`src/hdl/conv_seq_regs.svh`:
```
// Register offsets, field positions, reset values and phase timing counts
// for the conversion sequencer. Included by the package and the design file.
`ifndef CONV_SEQ_REGS_SVH
`define CONV_SEQ_REGS_SVH

`define CS_NCH             8
`define CS_SETTLE_FIRST    43
`define CS_SETTLE_CHOP     42
`define CS_SCALE_CYCLES    163
`define CS_FW_SCALE        32

`define CS_ADDR_MODE       8'h00
`define CS_ADDR_CTL        8'h01
`define CS_ADDR_STATUS     8'h02
`define CS_ADDR_CHSET      8'h10
`define CS_ADDR_CHSTAT     8'h20
`define CS_ADDR_DATA       8'h30

`define CS_MODE_RST        8'h00
`define CS_MODE_CONT_BIT   0
`define CS_MODE_SINGLE_BIT 1
`define CS_MODE_CLAMP_BIT  2
`define CS_CTL_READY_PIN_FUNCTION_SELECT_BIT   0
`define CS_CHSET_RST       16'h0120
`define CS_CHSET_FW_LSB    0
`define CS_CHSET_CHOP_BIT  8
`define CS_CHSET_BIP_BIT   9
`define CS_CHSET_EN_BIT    10
`define CS_ST_RDY_BIT      0
`define CS_ST_OVR_BIT      1
`define CS_ST_SIGN_BIT     2
`define CS_ST_REFERENCE_MISSING_FLAG_BIT    3

`endif
```
`src/hdl/conv_seq_pkg.sv`:
```
// Types shared by the conversion sequencer and its surroundings.
// Assumes conv_seq_regs.svh is on the include path.
`include "conv_seq_regs.svh"
package conv_seq_pkg;
  typedef enum logic [2:0] {PH_IDLE, PH_SETTLE1, PH_SAMPLE1, PH_SETTLE2, PH_SAMPLE2,
                            PH_SCALE} phase_e;
  typedef struct packed {
    logic [7:0]  addr;
    logic [15:0] wdata;
    logic        wr;
    logic        rd;
  } bus_req_s;
  typedef struct packed {
    logic [7:0]  fw;
    logic        chop;
    logic        bipolar;
    logic        enable;
  } chan_cfg_s;
  // Scaled filter output: two guard bits above the 16-bit span.
  typedef logic signed [17:0] scaled_t;
endpackage

```
`src/hdl/conv_seq.sv`:
```
// Per-channel conversion sequencer: phases, result coding, ready flags.
// Assumes one master clock, a filter front end that hands over a scaled
// result, and a reference comparator input from the analog domain.
//
// Decided for this implementation: the address map and the strobed register port.
`timescale 1ns/1ps
`include "conv_seq_regs.svh"
module conv_seq (
  input  wire logic                  sys_clk,
  input  wire logic                  rstn,
  input  wire conv_seq_pkg::bus_req_s bus_req,
  output logic [15:0]                rdata,
  input  wire conv_seq_pkg::scaled_t filt_result,
  input  wire logic                  ref_bad,
  output logic                       mod_clk_en,
  output logic                       chop_reverse,
  output logic                       sampling,
  output logic [2:0]                 mux_chan,
  output logic                       ready_n
);
  import conv_seq_pkg::*;

  localparam int NCH = `CS_NCH;

  // ----------------------------------------------------------------
  // State
  // ----------------------------------------------------------------
  typedef struct packed {
    phase_e              ph;
    logic [13:0]         cnt;
    logic [2:0]          chan;
    logic                modclk;
    logic [7:0]          mode;
    logic                ready_pin_function_select;
    logic [NCH-1:0][15:0] chset;
    logic [NCH-1:0][15:0] data;
    logic [NCH-1:0]      rdy;
    logic [NCH-1:0]      overrange_flag;
    logic [NCH-1:0]      sign;
    logic [NCH-1:0]      reference_missing_flag;
    logic                reference_missing_flag_seen;
    logic                pin_n;
    logic [15:0]         rdata;
    logic                ref_s1;
    logic                ref_s2;
  } state_s;

  state_s st_r;
  state_s st_nxt;

  function automatic chan_cfg_s cfg_of(input logic [15:0] w);
    chan_cfg_s c;
    c.fw      = w[`CS_CHSET_FW_LSB +: 8];
    c.chop    = w[`CS_CHSET_CHOP_BIT];
    c.bipolar = w[`CS_CHSET_BIP_BIT];
    c.enable  = w[`CS_CHSET_EN_BIT];
    return c;
  endfunction

  // Sampling length in master cycles from the filter word.
  function automatic logic [13:0] sample_len(input logic [7:0] fw);
    return 14'(fw) * 14'(`CS_FW_SCALE);
  endfunction

  // ----------------------------------------------------------------
  // Result coding
  // ----------------------------------------------------------------
  chan_cfg_s   cur_cfg;
  logic [15:0] code;
  logic        code_ovr;
  logic        code_sign;
  logic [2:0]  next_chan;
  logic        any_en;
  logic [NCH-1:0] en_vec;

  genvar gi;
  generate
    for (gi = 0; gi < NCH; gi++) begin : g_en
      assign en_vec[gi] = st_r.chset[gi][`CS_CHSET_EN_BIT];
    end
  endgenerate

  assign cur_cfg = cfg_of(st_r.chset[st_r.chan]);
  assign any_en  = |en_vec;

  function automatic logic mode_clamp();
    return st_r.mode[`CS_MODE_CLAMP_BIT];
  endfunction

  always_comb begin
    logic signed [17:0] r;
    r         = filt_result;
    code      = r[15:0];
    code_sign = 1'b0;
    code_ovr  = 1'b0;
    if (cur_cfg.bipolar) begin
      // Filter gives signed value; offset code adds half scale and wraps unless clamp mode is set.
      code      = r[15:0] ^ 16'h8000;
      code_sign = r[17];
      code_ovr  = (r > 18'sh07FFF) || (r < -18'sh08000);
      if (mode_clamp() && code_ovr) begin
        code = r[17] ? 16'h0000 : 16'hFFFF;
      end
    end else begin
      code_sign = r[17];
      code_ovr  = r[17] || (r > 18'sh0FFFF);
      if (r[17]) begin
        code = 16'h0000;
      end else if (mode_clamp() && code_ovr) begin
        code = 16'hFFFF;
      end
    end
  end

  always_comb begin
    next_chan = st_r.chan;
    for (int k = NCH; k >= 1; k--) begin
      if (en_vec[3'(st_r.chan + 3'(k))]) begin
        next_chan = 3'(st_r.chan + 3'(k));
      end
    end
  end

  // ----------------------------------------------------------------
  // Next state
  // ----------------------------------------------------------------
  always_comb begin
    logic rd_data_now;
    logic [2:0] rch;
    st_nxt      = st_r;
    rd_data_now = 1'b0;
    rch         = bus_req.addr[2:0];
    st_nxt.ref_s1 = ref_bad;
    st_nxt.ref_s2 = st_r.ref_s1;
    st_nxt.modclk = ~st_r.modclk;
    st_nxt.rdata  = 16'h0000;

    if (bus_req.rd) begin
      if (bus_req.addr == `CS_ADDR_MODE) begin
        st_nxt.rdata = {8'h00, st_r.mode};
      end else if (bus_req.addr == `CS_ADDR_CTL) begin
        st_nxt.rdata = {15'h0000, st_r.ready_pin_function_select};
      end else if (bus_req.addr == `CS_ADDR_STATUS) begin
        st_nxt.rdata = {8'h00, st_r.rdy};
      end else if (bus_req.addr[7:3] == 5'(`CS_ADDR_CHSET >> 3)) begin
        st_nxt.rdata = st_r.chset[rch];
      end else if (bus_req.addr[7:3] == 5'(`CS_ADDR_CHSTAT >> 3)) begin
        st_nxt.rdata = {9'h000, rch, st_r.reference_missing_flag[rch], st_r.sign[rch], st_r.overrange_flag[rch],
                        st_r.rdy[rch]};
      end else if (bus_req.addr[7:3] == 5'(`CS_ADDR_DATA >> 3)) begin
        st_nxt.rdata    = st_r.data[rch];
        st_nxt.rdy[rch] = 1'b0;
        rd_data_now     = 1'b1;
      end
    end

    if (st_r.ph != PH_IDLE && st_r.ref_s2) begin
      st_nxt.reference_missing_flag_seen = 1'b1;
    end

    case (st_r.ph)
      PH_IDLE: begin
        st_nxt.cnt = 14'h0000;
      end
      PH_SETTLE1: begin
        st_nxt.cnt = st_r.cnt + 14'h0001;
        // Settle ends on a modulator edge: 43 or 44 depending on phase.
        if (st_r.cnt >= 14'(`CS_SETTLE_FIRST - 1) && st_r.modclk) begin
          st_nxt.ph  = PH_SAMPLE1;
          st_nxt.cnt = 14'h0000;
        end
      end
      PH_SAMPLE1: begin
        st_nxt.cnt = st_r.cnt + 14'h0001;
        if (st_r.cnt == sample_len(cur_cfg.fw) - 14'h0001) begin
          st_nxt.ph  = cur_cfg.chop ? PH_SETTLE2 : PH_SCALE;
          st_nxt.cnt = 14'h0000;
        end
      end
      PH_SETTLE2: begin
        st_nxt.cnt = st_r.cnt + 14'h0001;
        if (st_r.cnt == 14'(`CS_SETTLE_CHOP - 1)) begin
          st_nxt.ph  = PH_SAMPLE2;
          st_nxt.cnt = 14'h0000;
        end
      end
      PH_SAMPLE2: begin
        st_nxt.cnt = st_r.cnt + 14'h0001;
        if (st_r.cnt == sample_len(cur_cfg.fw) - 14'h0001) begin
          st_nxt.ph  = PH_SCALE;
          st_nxt.cnt = 14'h0000;
        end
      end
      PH_SCALE: begin
        st_nxt.cnt = st_r.cnt + 14'h0001;
        if (st_r.cnt == 14'(`CS_SCALE_CYCLES - 1)) begin
          // A read landing on completion keeps the old word intact.
          if (!(rd_data_now && rch == st_r.chan)) begin
            st_nxt.data[st_r.chan] = code;
            st_nxt.overrange_flag[st_r.chan]  = code_ovr;
            st_nxt.sign[st_r.chan] = code_sign;
            st_nxt.rdy[st_r.chan]  = 1'b1;
          end
          st_nxt.reference_missing_flag[st_r.chan] = st_r.reference_missing_flag_seen || st_r.ref_s2;
          st_nxt.reference_missing_flag_seen       = 1'b0;
          st_nxt.cnt              = 14'h0000;
          if (st_r.mode[`CS_MODE_CONT_BIT] && any_en) begin
            st_nxt.chan = next_chan;
            st_nxt.ph   = PH_SETTLE1;
          end else begin
            st_nxt.ph   = PH_IDLE;
            st_nxt.mode = st_r.mode & ~(8'h01 << `CS_MODE_SINGLE_BIT);
          end
        end
      end
      default: st_nxt.ph = PH_IDLE;
    endcase

    if (bus_req.wr) begin
      if (bus_req.addr == `CS_ADDR_MODE) begin
        // Writing the mode restarts on the addressed channel, or idles if neither continuous nor single is set.
        st_nxt.mode = bus_req.wdata[15:8];
        st_nxt.chan = bus_req.wdata[2:0];
        st_nxt.rdy  = '0;
        st_nxt.cnt  = 14'h0000;
        st_nxt.reference_missing_flag_seen = 1'b0;
        st_nxt.ph   = (bus_req.wdata[8 + `CS_MODE_CONT_BIT] ||
                       bus_req.wdata[8 + `CS_MODE_SINGLE_BIT]) ? PH_SETTLE1 : PH_IDLE;
      end else if (bus_req.addr == `CS_ADDR_CTL) begin
        st_nxt.ready_pin_function_select = bus_req.wdata[`CS_CTL_READY_PIN_FUNCTION_SELECT_BIT];
      end else if (bus_req.addr[7:3] == 5'(`CS_ADDR_CHSET >> 3)) begin
        st_nxt.chset[rch] = bus_req.wdata;
      end
    end

    if (st_nxt.ph == PH_SCALE) begin
      st_nxt.pin_n = 1'b1;
    end else if (st_nxt.ready_pin_function_select) begin
      st_nxt.pin_n = !(any_en && ((st_nxt.rdy & en_vec) == en_vec));
    end else begin
      st_nxt.pin_n = ~|st_nxt.rdy;
    end
  end

  always_ff @(posedge sys_clk or negedge rstn) begin
    if (!rstn) begin
      st_r        <= '0;
      st_r.ph     <= PH_IDLE;
      st_r.mode   <= `CS_MODE_RST;
      st_r.chset  <= {NCH{16'(`CS_CHSET_RST)}};
      st_r.pin_n  <= 1'b1;
    end else begin
      st_r <= st_nxt;
    end
  end

  assign rdata        = st_r.rdata;
  assign ready_n      = st_r.pin_n;
  assign mux_chan     = st_r.chan;
  assign mod_clk_en   = st_r.modclk;
  assign chop_reverse = (st_r.ph == PH_SETTLE2) || (st_r.ph == PH_SAMPLE2);
  assign sampling     = (st_r.ph == PH_SAMPLE1) || (st_r.ph == PH_SAMPLE2);
endmodule // conv_seq

```
`config.mk`:
```
export PLATFORM = sky130hd
export DESIGN_NAME = conv_seq
export DESIGN_NICKNAME = d
export VERILOG_FILES = /design/src/hdl/conv_seq_pkg.sv /design/src/hdl/conv_seq.sv
export VERILOG_INCLUDE_DIRS = /design/src /design/src/hdl
export SDC_FILE = /design/constraint.sdc
export NUM_CORES = 1
export LEC_CHECK = 0
export BUFFER_PORTS_ARGS = -buffer_cell sky130_fd_sc_hd__buf_2
export CAP_MARGIN = 20
export CORE_ASPECT_RATIO = 0.75
export CORE_MARGIN = 2
export CORE_UTILIZATION = 65
export CTS_BUF_LIST = sky130_fd_sc_hd__clkbuf_8 sky130_fd_sc_hd__clkbuf_16
export DETAILED_ROUTE_END_ITERATION = 16
export PLACE_DENSITY = 0.83
export SETUP_SLACK_MARGIN = 0.02
export SYNTH_ARGS = -nofsm -noshare
export SYNTH_HDL_FRONTEND = slang
export SYNTH_SLANG_ARGS = --single-unit
export TNS_END_PERCENT = 1
```
`constraint.sdc`:
```
create_clock -name sys_clk -period 6.43 [get_ports sys_clk]
set_clock_uncertainty 0.15 [all_clocks]
set_input_delay 1.286 -clock sys_clk [delete_from_list [all_inputs] [get_ports sys_clk]]
set_output_delay 1.286 -clock sys_clk [all_outputs]
set_load 0.02 [all_outputs]
```
==> Flow_metrics.wiki, run 1 <==
{| class="wikitable"
! Metric !! Value
|-
| Resized cells post-CTS || 0
|-
| Setup Slack @ Placement || 1940 ps
|-
| Final setup violation count || 0
|-
| Worst reg2reg setup slack || 2030 ps
|-
| Number of CTS-inserted buffers || 34
|-
| Pwr Density || ~260 nW/um2
|-
| Max_slew headroom || 18.3%
|-
| Switching share of total power || around 25%
|-
| Antenna Nets Post-Route || 0
|-
| Worst slew pin tran || 1220 ps
|-
| Initial cell density of the core || about two thirds
|-
| Final slew viol count || 0
|-
| CTS root buf || sky130_fd_sc_hd__clkbuf_16
|-
| Aggregate negative setup slack || 0 ps
|-
| DRC marker count from the first detailed-route iteration || 1781
|-
| Area growth from synthesis to final layout || 9.91%
|-
| Layout cell share with drive strength beyond 1 || between 20% and 30%
|-
| Clock Sinks || 338
|-
| Core ar. || roughly 25000 um2
|-
| Largest fanout of any net on the critical path || 21
|-
| Largest net degree at the start of global routing || 158
|-
| Most used cells in the layout excluding fill and tap cells || sky130_fd_sc_hd__dfrtp_1, sky130_fd_sc_hd__nand2_1, sky130_fd_sc_hd__o21ai_0
|-
| Global-route wire length before repair || around 77000 um
|-
| Number of iterations in the first detailed-routing pass || 9
|-
| Maximum capacitance violations || 0
|-
| Sw Pwr || ~1.2 mW
|-
| Synth Cell Area || 16800 um2
|-
| Number of cells traversed by the worst hold path || 0
|-
| Total number of vias || 13600
|-
| Cell row count || 50
|-
| Latest clock arrival within the worst-skew pair || between 500 and 600 ps
|-
| Worst voltage drop across the vdd grid || 263 uV
|-
| Count of flip-flops with a built-in enable after synthesis || 0
|-
| Clock period minus final worst setup slack || 4400 ps
|-
| RSZ-0062 raised after global routing || no
|-
| Syn Inst Count || 1561
|-
| Destination of the worst register-to-register timing path || st_r[323]$_DFF_PN0_
|-
| Depth of the worst register-to-register path || 11
|-
| Top achievable clock speed || approximately 230 MHz
|-
| Register area share after synthesis || about half
|-
| Mean post-synth cell area || between 10 and 15 um2
|-
| Total half-perimeter wirelength after legalization and detailed placement || roughly 31000 um
|-
| Commonest non-fill, non-tap cell in the layout || sky130_fd_sc_hd__dfrtp_1
|-
| Post-route cell area || 18400 um2
|-
| Start-to-end type of the worst setup path || reg -> reg
|-
| Post-detailed-route DRC marker count || 0
|-
| Result of the run || complete, no violations
|-
| Hold WS || 208 ps
|-
| Number of distinct library cell variants in the gate-level netlist after synthesis || around 80
|-
| Final worst setup slack || 2030 ps
|-
| Critical hold path startpoint || st_nxt[0]$_DFF_PN0_
|-
| Most used flip-flop cell after synthesis || sky130_fd_sc_hd__dfrtp_1
|-
| Placed Instance Area || 17200 um2
|-
| Count of H-tree levels built during CTS || 2
|-
| Required time of the critical path || 6670 ps
|-
| # Post-CTS Setup Buffers || 0
|-
| Critical R2R Launch || mux_chan[2]$_DFF_PN0_
|-
| Total detailed-routing wirelength || 49400 um
|-
| Buffer depth of the longest clock path || 3
|-
| Quantity of I/O buffers inserted on ports || 69
|-
| Area of the die || 27100 um2
|-
| Syn nets || ~1600
|-
| Sequential cell fraction of total power || 47.3%
|-
| Fraction of registers with async set or reset after synthesis || 100%
|-
| Hold violation count in the final report || 0
|-
| Destination of the worst hold path || st_r[0]$_DFF_PN0_
|-
| Part of the power in combinational logic || 8.5%
|-
| Die W || around 190 um
|-
| Fill cell instance count of the final layout || ~1700
|-
| HP Class || reg -> reg
|-
| Sort of element at the end of the critical path || flop
|-
| Via count normalized by instance count || approximately 7
|-
| Synthesis warning total || 0
|-
| Initial antenna violation count || 5
|-
| Overall Power || 4.70 mW
|-
| Post-layout nets || roughly 1600
|-
| Total congestion overflow after global routing || 0
|-
| Count of pins on the block boundary || 70
|-
| Share of the cycle needed by the critical path after routing || 68.5%
|-
| Design internal power || 3.54 mW
|-
| Clock tree from TritonCTS || built
|-
| Vias in the first global route || 13400
|-
| Hold Buf Count CTS || 0
|-
| Clock network fraction of design power || 44.2%
|-
| Clock transition at path regs || 70 ps
|-
| GP Congestion || ~1
|-
| Data arrival time of the critical path || 4640 ps
|-
| Total Routing Usage GR || 37.0%
|-
| Die span in y || ~140 um
|-
| Routed len/inst || 25.5 um
|-
| Critical path startpoint category || flop
|-
| Cell leakage power || 8.46 nW
|-
| Synthesized flop and latch total || between 300 and 400
|}
[how the worst max path moves through the flow]
stage | from | to | cells after the start
after floorplan | bus_req[23] | st_r[324]$_DFF_PN0_ | 7
after global placement | bus_req[23] | ready_n$_DFF_PN1_ | 10
after detailed placement | bus_req[23] | ready_n$_DFF_PN1_ | 10
after CTS | mux_chan[2]$_DFF_PN0_ | st_r[323]$_DFF_PN0_ | 11
after global routing | st_r[326]$_DFF_PN0_ | ready_n$_DFF_PN1_ | 8
final | mux_chan[2]$_DFF_PN0_ | st_r[323]$_DFF_PN0_ | 11
[Yosys cell counts (7+ instances only)]
| master | instances | area share [%] |
|---|---|---|
| sky130_fd_sc_hd__a22oi_1 | 44 | 2.0 |
| sky130_fd_sc_hd__o221ai_1 | 10 | 0.52 |
| sky130_fd_sc_hd__inv_1 | 18 | 0.40 |
| sky130_fd_sc_hd__nand4_1 | 20 | 0.75 |
| sky130_fd_sc_hd__ha_1 | 10 | 0.75 |
| sky130_fd_sc_hd__dfstp_2 | 17 | 2.7 |
| sky130_fd_sc_hd__mux2_2 | 145 | 9.7 |
| sky130_fd_sc_hd__mux4_2 | 24 | 3.2 |
| sky130_fd_sc_hd__nand2_1 | 204 | 4.6 |
| sky130_fd_sc_hd__xnor2_1 | 14 | 0.73 |
| sky130_fd_sc_hd__buf_1 | 8 | 0.18 |
| sky130_fd_sc_hd__o22ai_1 | 68 | 2.5 |
| sky130_fd_sc_hd__dfrtp_1 | 321 | 48 |
| sky130_fd_sc_hd__nor4_1 | 7 | 0.26 |
| sky130_fd_sc_hd__nor2_1 | 42 | 0.94 |
| sky130_fd_sc_hd__buf_4 | 19 | 0.85 |
| sky130_fd_sc_hd__a31oi_1 | 7 | 0.26 |
| sky130_fd_sc_hd__and2_1 | 8 | 0.30 |
| sky130_fd_sc_hd__mux2i_1 | 32 | 1.9 |
| sky130_fd_sc_hd__xor2_1 | 11 | 0.57 |
| sky130_fd_sc_hd__clkbuf_1 | 85 | 1.9 |
| sky130_fd_sc_hd__o21ai_0 | 178 | 5.3 |
| sky130_fd_sc_hd__a22o_1 | 9 | 0.47 |
| sky130_fd_sc_hd__a221oi_1 | 14 | 0.73 |
| sky130_fd_sc_hd__or4_1 | 11 | 0.49 |
| sky130_fd_sc_hd__o21ai_1 | 23 | 0.69 |
| sky130_fd_sc_hd__or3_1 | 7 | 0.26 |
| sky130_fd_sc_hd__nand3_1 | 37 | 1.1 |
| sky130_fd_sc_hd__nor3_1 | 19 | 0.57 |
| sky130_fd_sc_hd__nor2b_1 | 9 | 0.34 |
| sky130_fd_sc_hd__a21oi_1 | 29 | 0.87 |
| sky130_fd_sc_hd__nor3_2 | 10 | 0.60 |
[layout make-up]
type | instances | area, um2 | area share (%)
tap | 338 | 423 | 2.30
sequential | 338 | 8480 | 46.0
multi-input combinational | 1077 | 7610 | 41.3
clock buffer | 40 | 945 | 5.13
antenna | 2 | 5.00 | 0.0272
clock inverter | 21 | 231 | 1.26
timing repair buffer | 105 | 638 | 3.46
inverter | 21 | 78.8 | 0.428
[power groups by stage]
stage                     combinational [mW]  clock [mW]  sequential [mW]
final                                  0.400        2.08             2.22
after global routing                   0.430        2.18             2.22
after CTS                              0.390        2.09             2.22
after detailed placement               0.386           0             2.26
after global placement                 0.375           0             2.25
after floorplan                        0.241           0             2.24
[metrics by stage]
stage                     std cells  util (%)
final                          1942      73.2
after floorplan                1561         -
after detailed placement       1879      68.5
after global routing           1942      73.2
after global placement         1879      68.5
after CTS                      1940      73.2
[worst max-delay path, cell delays in order, from the launching register on]
cell	delay, ps
sky130_fd_sc_hd__dfrtp_2	770
sky130_fd_sc_hd__buf_4	400
sky130_fd_sc_hd__mux4_2	370
sky130_fd_sc_hd__mux2i_2	350
sky130_fd_sc_hd__ha_1	270
sky130_fd_sc_hd__xor2_1	190
sky130_fd_sc_hd__xnor2_1	80
sky130_fd_sc_hd__or4_1	420
sky130_fd_sc_hd__a2111o_1	440
sky130_fd_sc_hd__a221oi_4	350
sky130_fd_sc_hd__o211a_4	360
sky130_fd_sc_hd__nor3_1	90
[cells by family (layout without fill, tap and decap cells)]
| kind of cell | Yosys count | after routing | synth area share [%] |
|---|---|---|---|
| AOI/OAI and AO/OA | 437 | 437 | 16.3 |
| buffers and inverters | 146 | 187 | 4.04 |
| and+or+nand+nor | 398 | 398 | 11.3 |
| xor gates and xnor gates | 25 | 25 | 1.31 |
| other | 0 | 2 | 0 |
| muxes | 207 | 207 | 15.7 |
| adders and majority gates | 10 | 10 | 0.747 |
| DFF | 338 | 338 | 50.6 |
[flip-flops by register name (all words and copies together), names as in the netlist]
signal	flops
rdata	16
ready_n	1
mux_chan	3
st_r	308
st_nxt	1
en_vec	8
mod_clk_en	1
[layer usage]
metal	vias to the layer above	GRT usage [%]	wire [um]
met4	2	13.8	1740
met1	6777	52.1	20100
met5	-	0	12
li1	5790	-	-
met2	909	54.8	21600
met3	164	11.1	5990
(Power assumes the default switching activity.)
==> run 2: changes to the inputs <==
--- a/config.mk
+++ b/config.mk
@@ -10,10 +10,10 @@
 export CAP_MARGIN = 20
 export CORE_ASPECT_RATIO = 0.75
 export CORE_MARGIN = 2
-export CORE_UTILIZATION = 65
+export CORE_UTILIZATION = 56
 export CTS_BUF_LIST = sky130_fd_sc_hd__clkbuf_8 sky130_fd_sc_hd__clkbuf_16
 export DETAILED_ROUTE_END_ITERATION = 16
-export PLACE_DENSITY = 0.83
+export PLACE_DENSITY = 0.76
 export SETUP_SLACK_MARGIN = 0.02
 export SYNTH_ARGS = -nofsm -noshare
 export SYNTH_HDL_FRONTEND = slang
==> constraint.sdc (replaced) <==
create_clock -name sys_clk -period 3.5 [get_ports sys_clk]
set_clock_uncertainty 0.15 [all_clocks]
set_input_delay 0.7 -clock sys_clk [delete_from_list [all_inputs] [get_ports sys_clk]]
set_output_delay 0.7 -clock sys_clk [all_outputs]
set_load 0.02 [all_outputs]
==> Flow_metrics.wiki, run 2 (same netlist as run 1, synthesis figures left out) <==
{| class="wikitable"
! Metric !! Value
|-
| Result of the run || complete, no violations
|-
| Setup Slack @ Placement || -58.1 ps
|-
| Die W || 204 um
|-
| Destination of the worst hold path || st_nxt[0]$_DFF_PN0_
|-
| Cell-by-cell listing of the critical path || mux4_1 -> mux2i_1 -> ha_1 -> xnor2_1 -> or4_1 -> a2111o_1 -> a221oi_4 -> buf_4 -> a41o_1 -> o2bb2ai_1
|-
| Ant. Diodes || 0
|-
| Worst voltage drop across the vdd grid || 400 uV
|-
| Largest register by flop count || st_r
|-
| Post-route cell area || 19200 um2
|-
| GP Congestion || about 0.95
|-
| Clock period minus final worst setup slack || 3490 ps
|-
| Sort of element at the end of the critical path || flop
|-
| Critical path startpoint category || flop
|-
| Max FFs per register || 308
|-
| Critical hold path startpoint || ref_bad
|-
| CTS root buf || sky130_fd_sc_hd__clkbuf_16
|-
| Final worst setup slack || 7.57 ps
|-
| Share of the cycle needed by the critical path after routing || between 90% and 100%
|-
| Routed len/inst || 24.1 um
|-
| Area of the die || 31300 um2
|-
| Vias in the first global route || 13400
|-
| Top achievable clock speed || 286 MHz
|-
| Final slew viol count || 0
|-
| Largest net degree at the start of global routing || a little under 80
|-
| Max_slew headroom || 36.5%
|-
| Overall Power || approximately 8.6 mW
|-
| Placed Instance Area || roughly 18000 um2
|-
| Cell row count || 54
|-
| Required time of the critical path || 3810 ps
|-
| Fill cell instance count of the final layout || 2303
|-
| Most used cells in the layout excluding fill and tap cells || sky130_fd_sc_hd__dfrtp_1, sky130_fd_sc_hd__nand2_1, sky130_fd_sc_hd__o21ai_0
|-
| Worst slew pin tran || 946 ps
|-
| Number of CTS-inserted buffers || 35
|-
| Layout cell share with drive strength beyond 1 || 27.0%
|-
| Maximum capacitance violations || 0
|-
| Buffer depth of the longest clock path || 3
|-
| Total half-perimeter wirelength after legalization and detailed placement || 33600 um
|-
| Multi-input gate area in the final layout || 7630 um2
|-
| Latest clock arrival within the worst-skew pair || between 500 and 600 ps
|-
| Antenna Nets Post-Route || 0
|-
| Destination of the worst register-to-register timing path || ready_n$_DFF_PN1_
|-
| DRC marker count from the first detailed-route iteration || 1481
|-
| Critical R2R Launch || mux_chan[1]$_DFF_PN0_
|-
| Largest fanout of any net on the critical path || 6
|-
| Hold violation count in the final report || 0
|-
| Post-layout nets || 1717
|-
| Aggregate negative setup slack || 0 ps
|-
| Total number of vias || 13700
|-
| Start-to-end type of the worst setup path || reg -> reg
|-
| Total detailed-routing wirelength || 50100 um
|-
| Area growth from synthesis to final layout || 14.5%
|-
| Die span in y || 154 um
|-
| Depth of the worst register-to-register path || 10
|-
| Number of cells traversed by the worst hold path || 1
|-
| Clock transition at path regs || 60 ps
|-
| Clock Sinks || approximately 340
|-
| RSZ-0062 raised after global routing || yes
|-
| Final core occ || roughly 66%
|-
| Total congestion overflow after global routing || 0
|-
| Initial cell density of the core || 57.3%
|-
| Number of iterations in the first detailed-routing pass || 5
|-
| Data arrival time of the critical path || ~3800 ps
|-
| Final setup violation count || 0
|-
| Post-detailed-route DRC marker count || 0
|-
| Core ar. || 29300 um2
|-
| HP Class || in -> reg
|-
| Cell leakage power || 8.89 nW
|-
| Count of pins on the block boundary || 70
|-
| Clock tree from TritonCTS || built
|-
| Critical Path Max Stage Delay || 560 ps
|-
| Commonest non-fill, non-tap cell in the layout || sky130_fd_sc_hd__dfrtp_1
|-
| Count of H-tree levels built during CTS || 2
|-
| Global-route wire length before repair || 78600 um
|-
| Initial antenna violation count || 1
|-
| Register area || roughly 8500 um2
|-
| Pwr Density || 446 nW/um2
|-
| Worst reg2reg setup slack || 8 ps
|-
| Kind of cell adding the most delay to the critical path || compound AO/OA/AOI/OAI gates
|-
| Slowest CP cell || sky130_fd_sc_hd__mux4_1
|-
| Via count normalized by instance count || 6.59
|-
| Number of buffer and inverter stages on the critical path || 1
|-
| Quantity of I/O buffers inserted on ports || 69
|-
| Total Routing Usage GR || 32.6%
|}
[run 2: through the flow]
step                instances  hold WS (ps)
floorplan                1561           181
global placement         2014           193
detailed placement       2014           196
CTS                      2078           127
global route             2078           124
finish                   2078           135
[run 2: final cells by class]
class | instances | area share [%]
clock inverters | 15 | 0.352
clock buffers | 48 | 5.62
multi-input cells | 1077 | 39.8
inverters | 21 | 0.411
flip-flops and latches | 338 | 44.2
well taps | 392 | 2.56
repair buffers | 187 | 7.05
[run 2: power breakdown]
group	total [mW]	internal, mW	switching [mW]	leakage, nW
Combinational	0.790	0.311	0.479	3.68
Clock	3.69	2.15	1.55	0.601
Sequential	4.08	4.00	0.0773	4.61
Total	8.56	6.45	2.10	8.89
[run 2: worst max-delay path by stage]
| stage | start | endpoint | slack, ps | depth (start not counted) |
|---|---|---|---|---|
| 3_3_place_gp | mux_chan[1]$_DFF_PN0_ | ready_n$_DFF_PN1_ | -10 | 10 |
| 3_5_place_dp | mux_chan[1]$_DFF_PN0_ | ready_n$_DFF_PN1_ | -60 | 10 |
| 6_report | mux_chan[1]$_DFF_PN0_ | ready_n$_DFF_PN1_ | 8 | 10 |
| 5_1_grt | mux_chan[1]$_DFF_PN0_ | st_r[322]$_DFF_PN0_ | -170 | 11 |
| 4_1_cts | mux_chan[1]$_DFF_PN0_ | ready_n$_DFF_PN1_ | 30 | 10 |
| 2_1_floorplan | mux_chan[1]$_DFF_PN0_ | st_r[325]$_DFF_PN0_ | 30 | 11 |
[run 2: what timing repair did]
item	CTS	global route
hold buffers	1	0
endpoints found under the hold margin	5	0
gates cloned	0	0
resized for setup	2	5
setup buffers	0	0
setup endpoints to repair	15	132
[run 2: per-layer routing]
metal,share of wire [%],up-vias,track usage (%),wire (um)
met4,2.7,2,10.7,1350
met1,43,6844,47.8,21600
met3,11,114,8.99,5510
met2,43,777,47.1,21700
li1,-,5960,-,-
met5,0.020,-,0,10
==> run 3: changes to the inputs <==
--- a/config.mk
+++ b/config.mk
@@ -10,10 +10,10 @@
 export CAP_MARGIN = 20
 export CORE_ASPECT_RATIO = 0.75
 export CORE_MARGIN = 2
-export CORE_UTILIZATION = 56
+export CORE_UTILIZATION = 62
 export CTS_BUF_LIST = sky130_fd_sc_hd__clkbuf_8 sky130_fd_sc_hd__clkbuf_16
 export DETAILED_ROUTE_END_ITERATION = 16
-export PLACE_DENSITY = 0.76
+export PLACE_DENSITY = 0.8
 export SETUP_SLACK_MARGIN = 0.02
 export SYNTH_ARGS = -nofsm -noshare
 export SYNTH_HDL_FRONTEND = slang
==> constraint.sdc (replaced) <==
create_clock -name sys_clk -period 3.55 [get_ports sys_clk]
set_clock_uncertainty 0.15 [all_clocks]
set_input_delay 0.71 -clock sys_clk [delete_from_list [all_inputs] [get_ports sys_clk]]
set_output_delay 0.71 -clock sys_clk [all_outputs]
set_load 0.02 [all_outputs]
==> Flow_metrics.wiki, run 3 (same netlist as run 1, synthesis figures left out) <==
{| class="wikitable"
! Metric !! Value
|-
| Critical path startpoint category || flop
|-
| Sequential cell fraction of total power || 47.8%
|-
| Required time of the critical path || approximately 3900 ps
|-
| Clock tree from TritonCTS || built
|-
| GP Congestion || 0.952
|-
| Clock transition at path regs || 60 ps
|-
| Max_slew headroom || 51.9%
|-
| Via count normalized by instance count || 6.80
|-
| Design internal power || 6.34 mW
|-
| Largest net degree at the start of global routing || 82
|-
| Maximum capacitance violations || 0
|-
| HP Class || in -> async
|-
| Hold violation count in the final report || 2
|-
| Post-layout nets || approximately 1700
|-
| Critical Path Max Stage Delay || 530 ps
|-
| Number of CTS-inserted buffers || 34
|-
| Part of the power in combinational logic || under 10%
|-
| Total detailed-routing wirelength || 49600 um
|-
| Total half-perimeter wirelength after legalization and detailed placement || 33200 um
|-
| CTS root buf || sky130_fd_sc_hd__clkbuf_16
|-
| Initial antenna violation count || 3
|-
| Cell leakage power || 8.84 nW
|-
| Cell-by-cell listing of the critical path || mux4_2 -> mux2i_2 -> ha_1 -> xnor2_1 -> or4_1 -> a2111o_1 -> a221oi_4 -> buf_4 -> a41o_1 -> o2bb2ai_1
|-
| Cell row count || 52
|-
| Top sig layer || met5
|-
| Hold Buf Count CTS || 0
|-
| Count of pins on the block boundary || 70
|-
| Clock Sinks || 338
|-
| Overall Power || 8.41 mW
|-
| Post-detailed-route DRC marker count || 0
|-
| Total Routing Usage GR || 35.7%
|-
| # Post-CTS Setup Buffers || 0
|-
| Routed len/inst || 24.5 um
|-
| Clock period minus final worst setup slack || 3510 ps
|-
| Fill cell instance count of the final layout || 1941
|-
| Number of iterations in the first detailed-routing pass || 6
|-
| Worst voltage drop across the vdd grid || 422 uV
|-
| Start-to-end type of the worst setup path || reg -> reg
|-
| Hold WS || -9.01 ps
|-
| Count of H-tree levels built during CTS || 2
|-
| Final setup violation count || 0
|-
| Latest clock arrival within the worst-skew pair || 540 ps
|-
| Wire length on met2 || 21700 um
|-
| Quantity of I/O buffers inserted on ports || 69
|-
| Initial cell density of the core || 62.5%
|-
| Final slew viol count || 0
|-
| Buffer depth of the longest clock path || 3
|-
| Area of the die || 28400 um2
|-
| Max FFs per register || 308
|-
| Area growth from synthesis to final layout || 13.8%
|-
| Clock network fraction of design power || 42.9%
|-
| Worst slew pin tran || 721 ps
|-
| Die span in y || around 150 um
|-
| Largest fanout of any net on the critical path || 6
|-
| Most used cells in the layout excluding fill and tap cells || sky130_fd_sc_hd__dfrtp_1, sky130_fd_sc_hd__nand2_1, sky130_fd_sc_hd__o21ai_0
|-
| Global-route wire length before repair || 78700 um
|-
| Data arrival time of the critical path || 3810 ps
|-
| Layout cell share with drive strength beyond 1 || 26.6%
|-
| Total congestion overflow after global routing || 0
|-
| Top achievable clock speed || 285 MHz
|-
| Core ar. || 26800 um2
|-
| Failing checks || negative hold slack
|-
| Antenna Nets Post-Route || 0
|-
| Commonest non-fill, non-tap cell in the layout || sky130_fd_sc_hd__dfrtp_1
|-
| Switching share of total power || 24.6%
|-
| Metal1 wirelength || around 21000 um
|-
| Die W || 194 um
|-
| Total number of vias || 13800
|-
| Result of the run || finished with violations
|-
| Slowest CP cell || sky130_fd_sc_hd__mux4_2
|-
| Sw Pwr || 2.07 mW
|-
| Share of the cycle needed by the critical path after routing || 98.8%
|-
| Largest register by flop count || st_r
|-
| Vias in the first global route || 14000
|-
| RSZ-0062 raised after global routing || yes
|-
| DRC marker count from the first detailed-route iteration || around 1600
|-
| Pwr Density || ~440 nW/um2
|-
| Sort of element at the end of the critical path || flop
|-
| Detailed route wirelength on metal3 || 5420 um
|}
run 3: worst max-delay path, delay by kind of cell (launching register included):
kind | cells | cell delay, ps
muxes | 2 | 760
xor gates and xnor gates | 1 | 120
adders and majority gates | 1 | 280
DFF | 1 | 470
buffers and inverters | 1 | 180
AOI/OAI and AO/OA | 4 | 970
and+or+nand+nor | 1 | 490
run 3: stage by stage:
stage / instances / util (%) / worst slack, ps / cell area [um2] / TNS [ps]
floorplan: 1561 / - / 21.9 / 16800 / 0
global placement: 1965 / 66.8 / 31.6 / 17900 / 0
detailed placement: 1966 / 66.9 / -23.8 / 17900 / -104
CTS: 2025 / 71.0 / 55.1 / 19000 / 0
global route: 2026 / 71.1 / -112 / 19100 / -1450
finish: 2027 / 71.1 / 43.4 / 19100 / 0
run 3: what timing repair did:
item,CTS,global route
pin swaps,0,0
setup endpoints to repair,17,121
gates resized for setup,1,6
run 3: path summary, 6_finish.rpt:
kind	start	endpoint	slack, ps	depth (start not counted)
setup / recovery	mux_chan[1]$_DFF_PN0_	ready_n$_DFF_PN1_	40	10
hold / removal	rstn	rdata[3]$_DFF_PN0_	-9	1
setup reg to reg	mux_chan[1]$_DFF_PN0_	ready_n$_DFF_PN1_	40	10
hold reg to reg	st_nxt[0]$_DFF_PN0_	st_r[0]$_DFF_PN0_	210	0
max in group asynchronous	rstn	st_r[300]$_DFFE_PN1P_	2270	2
min in group sys_clk	ref_bad	st_nxt[0]$_DFF_PN0_	140	1
run 3: power groups by stage:
stage                     Combinational (mW)  Clock, mW  Sequential (mW)
after floorplan                        0.437          0             4.05
after global placement                 0.746          0             4.07
after detailed placement               0.766          0             4.08
after CTS                              0.773       3.64             4.01
after global routing                   0.848       3.81             4.02
final                                  0.786       3.61             4.02
run 3: area by class of cell:
cell class | instances | area, um2 | area share (%)
multi-input cells | 1077 | 7630 | 40.0
well taps | 351 | 439 | 2.30
diodes | 2 | 5.00 | 0.0262
flip-flops and latches | 338 | 8480 | 44.5
clock buffers | 42 | 972 | 5.10
clock inverters | 17 | 150 | 0.787
inverters | 21 | 78.8 | 0.413
repair buffers | 179 | 1310 | 6.87
run 3: per-layer routing:
metal,global-route usage [%],up-vias
li1,-,5944
met1,50.9,6870
met2,52.2,809
met3,10.1,157
met4,14.5,2
met5,0,-
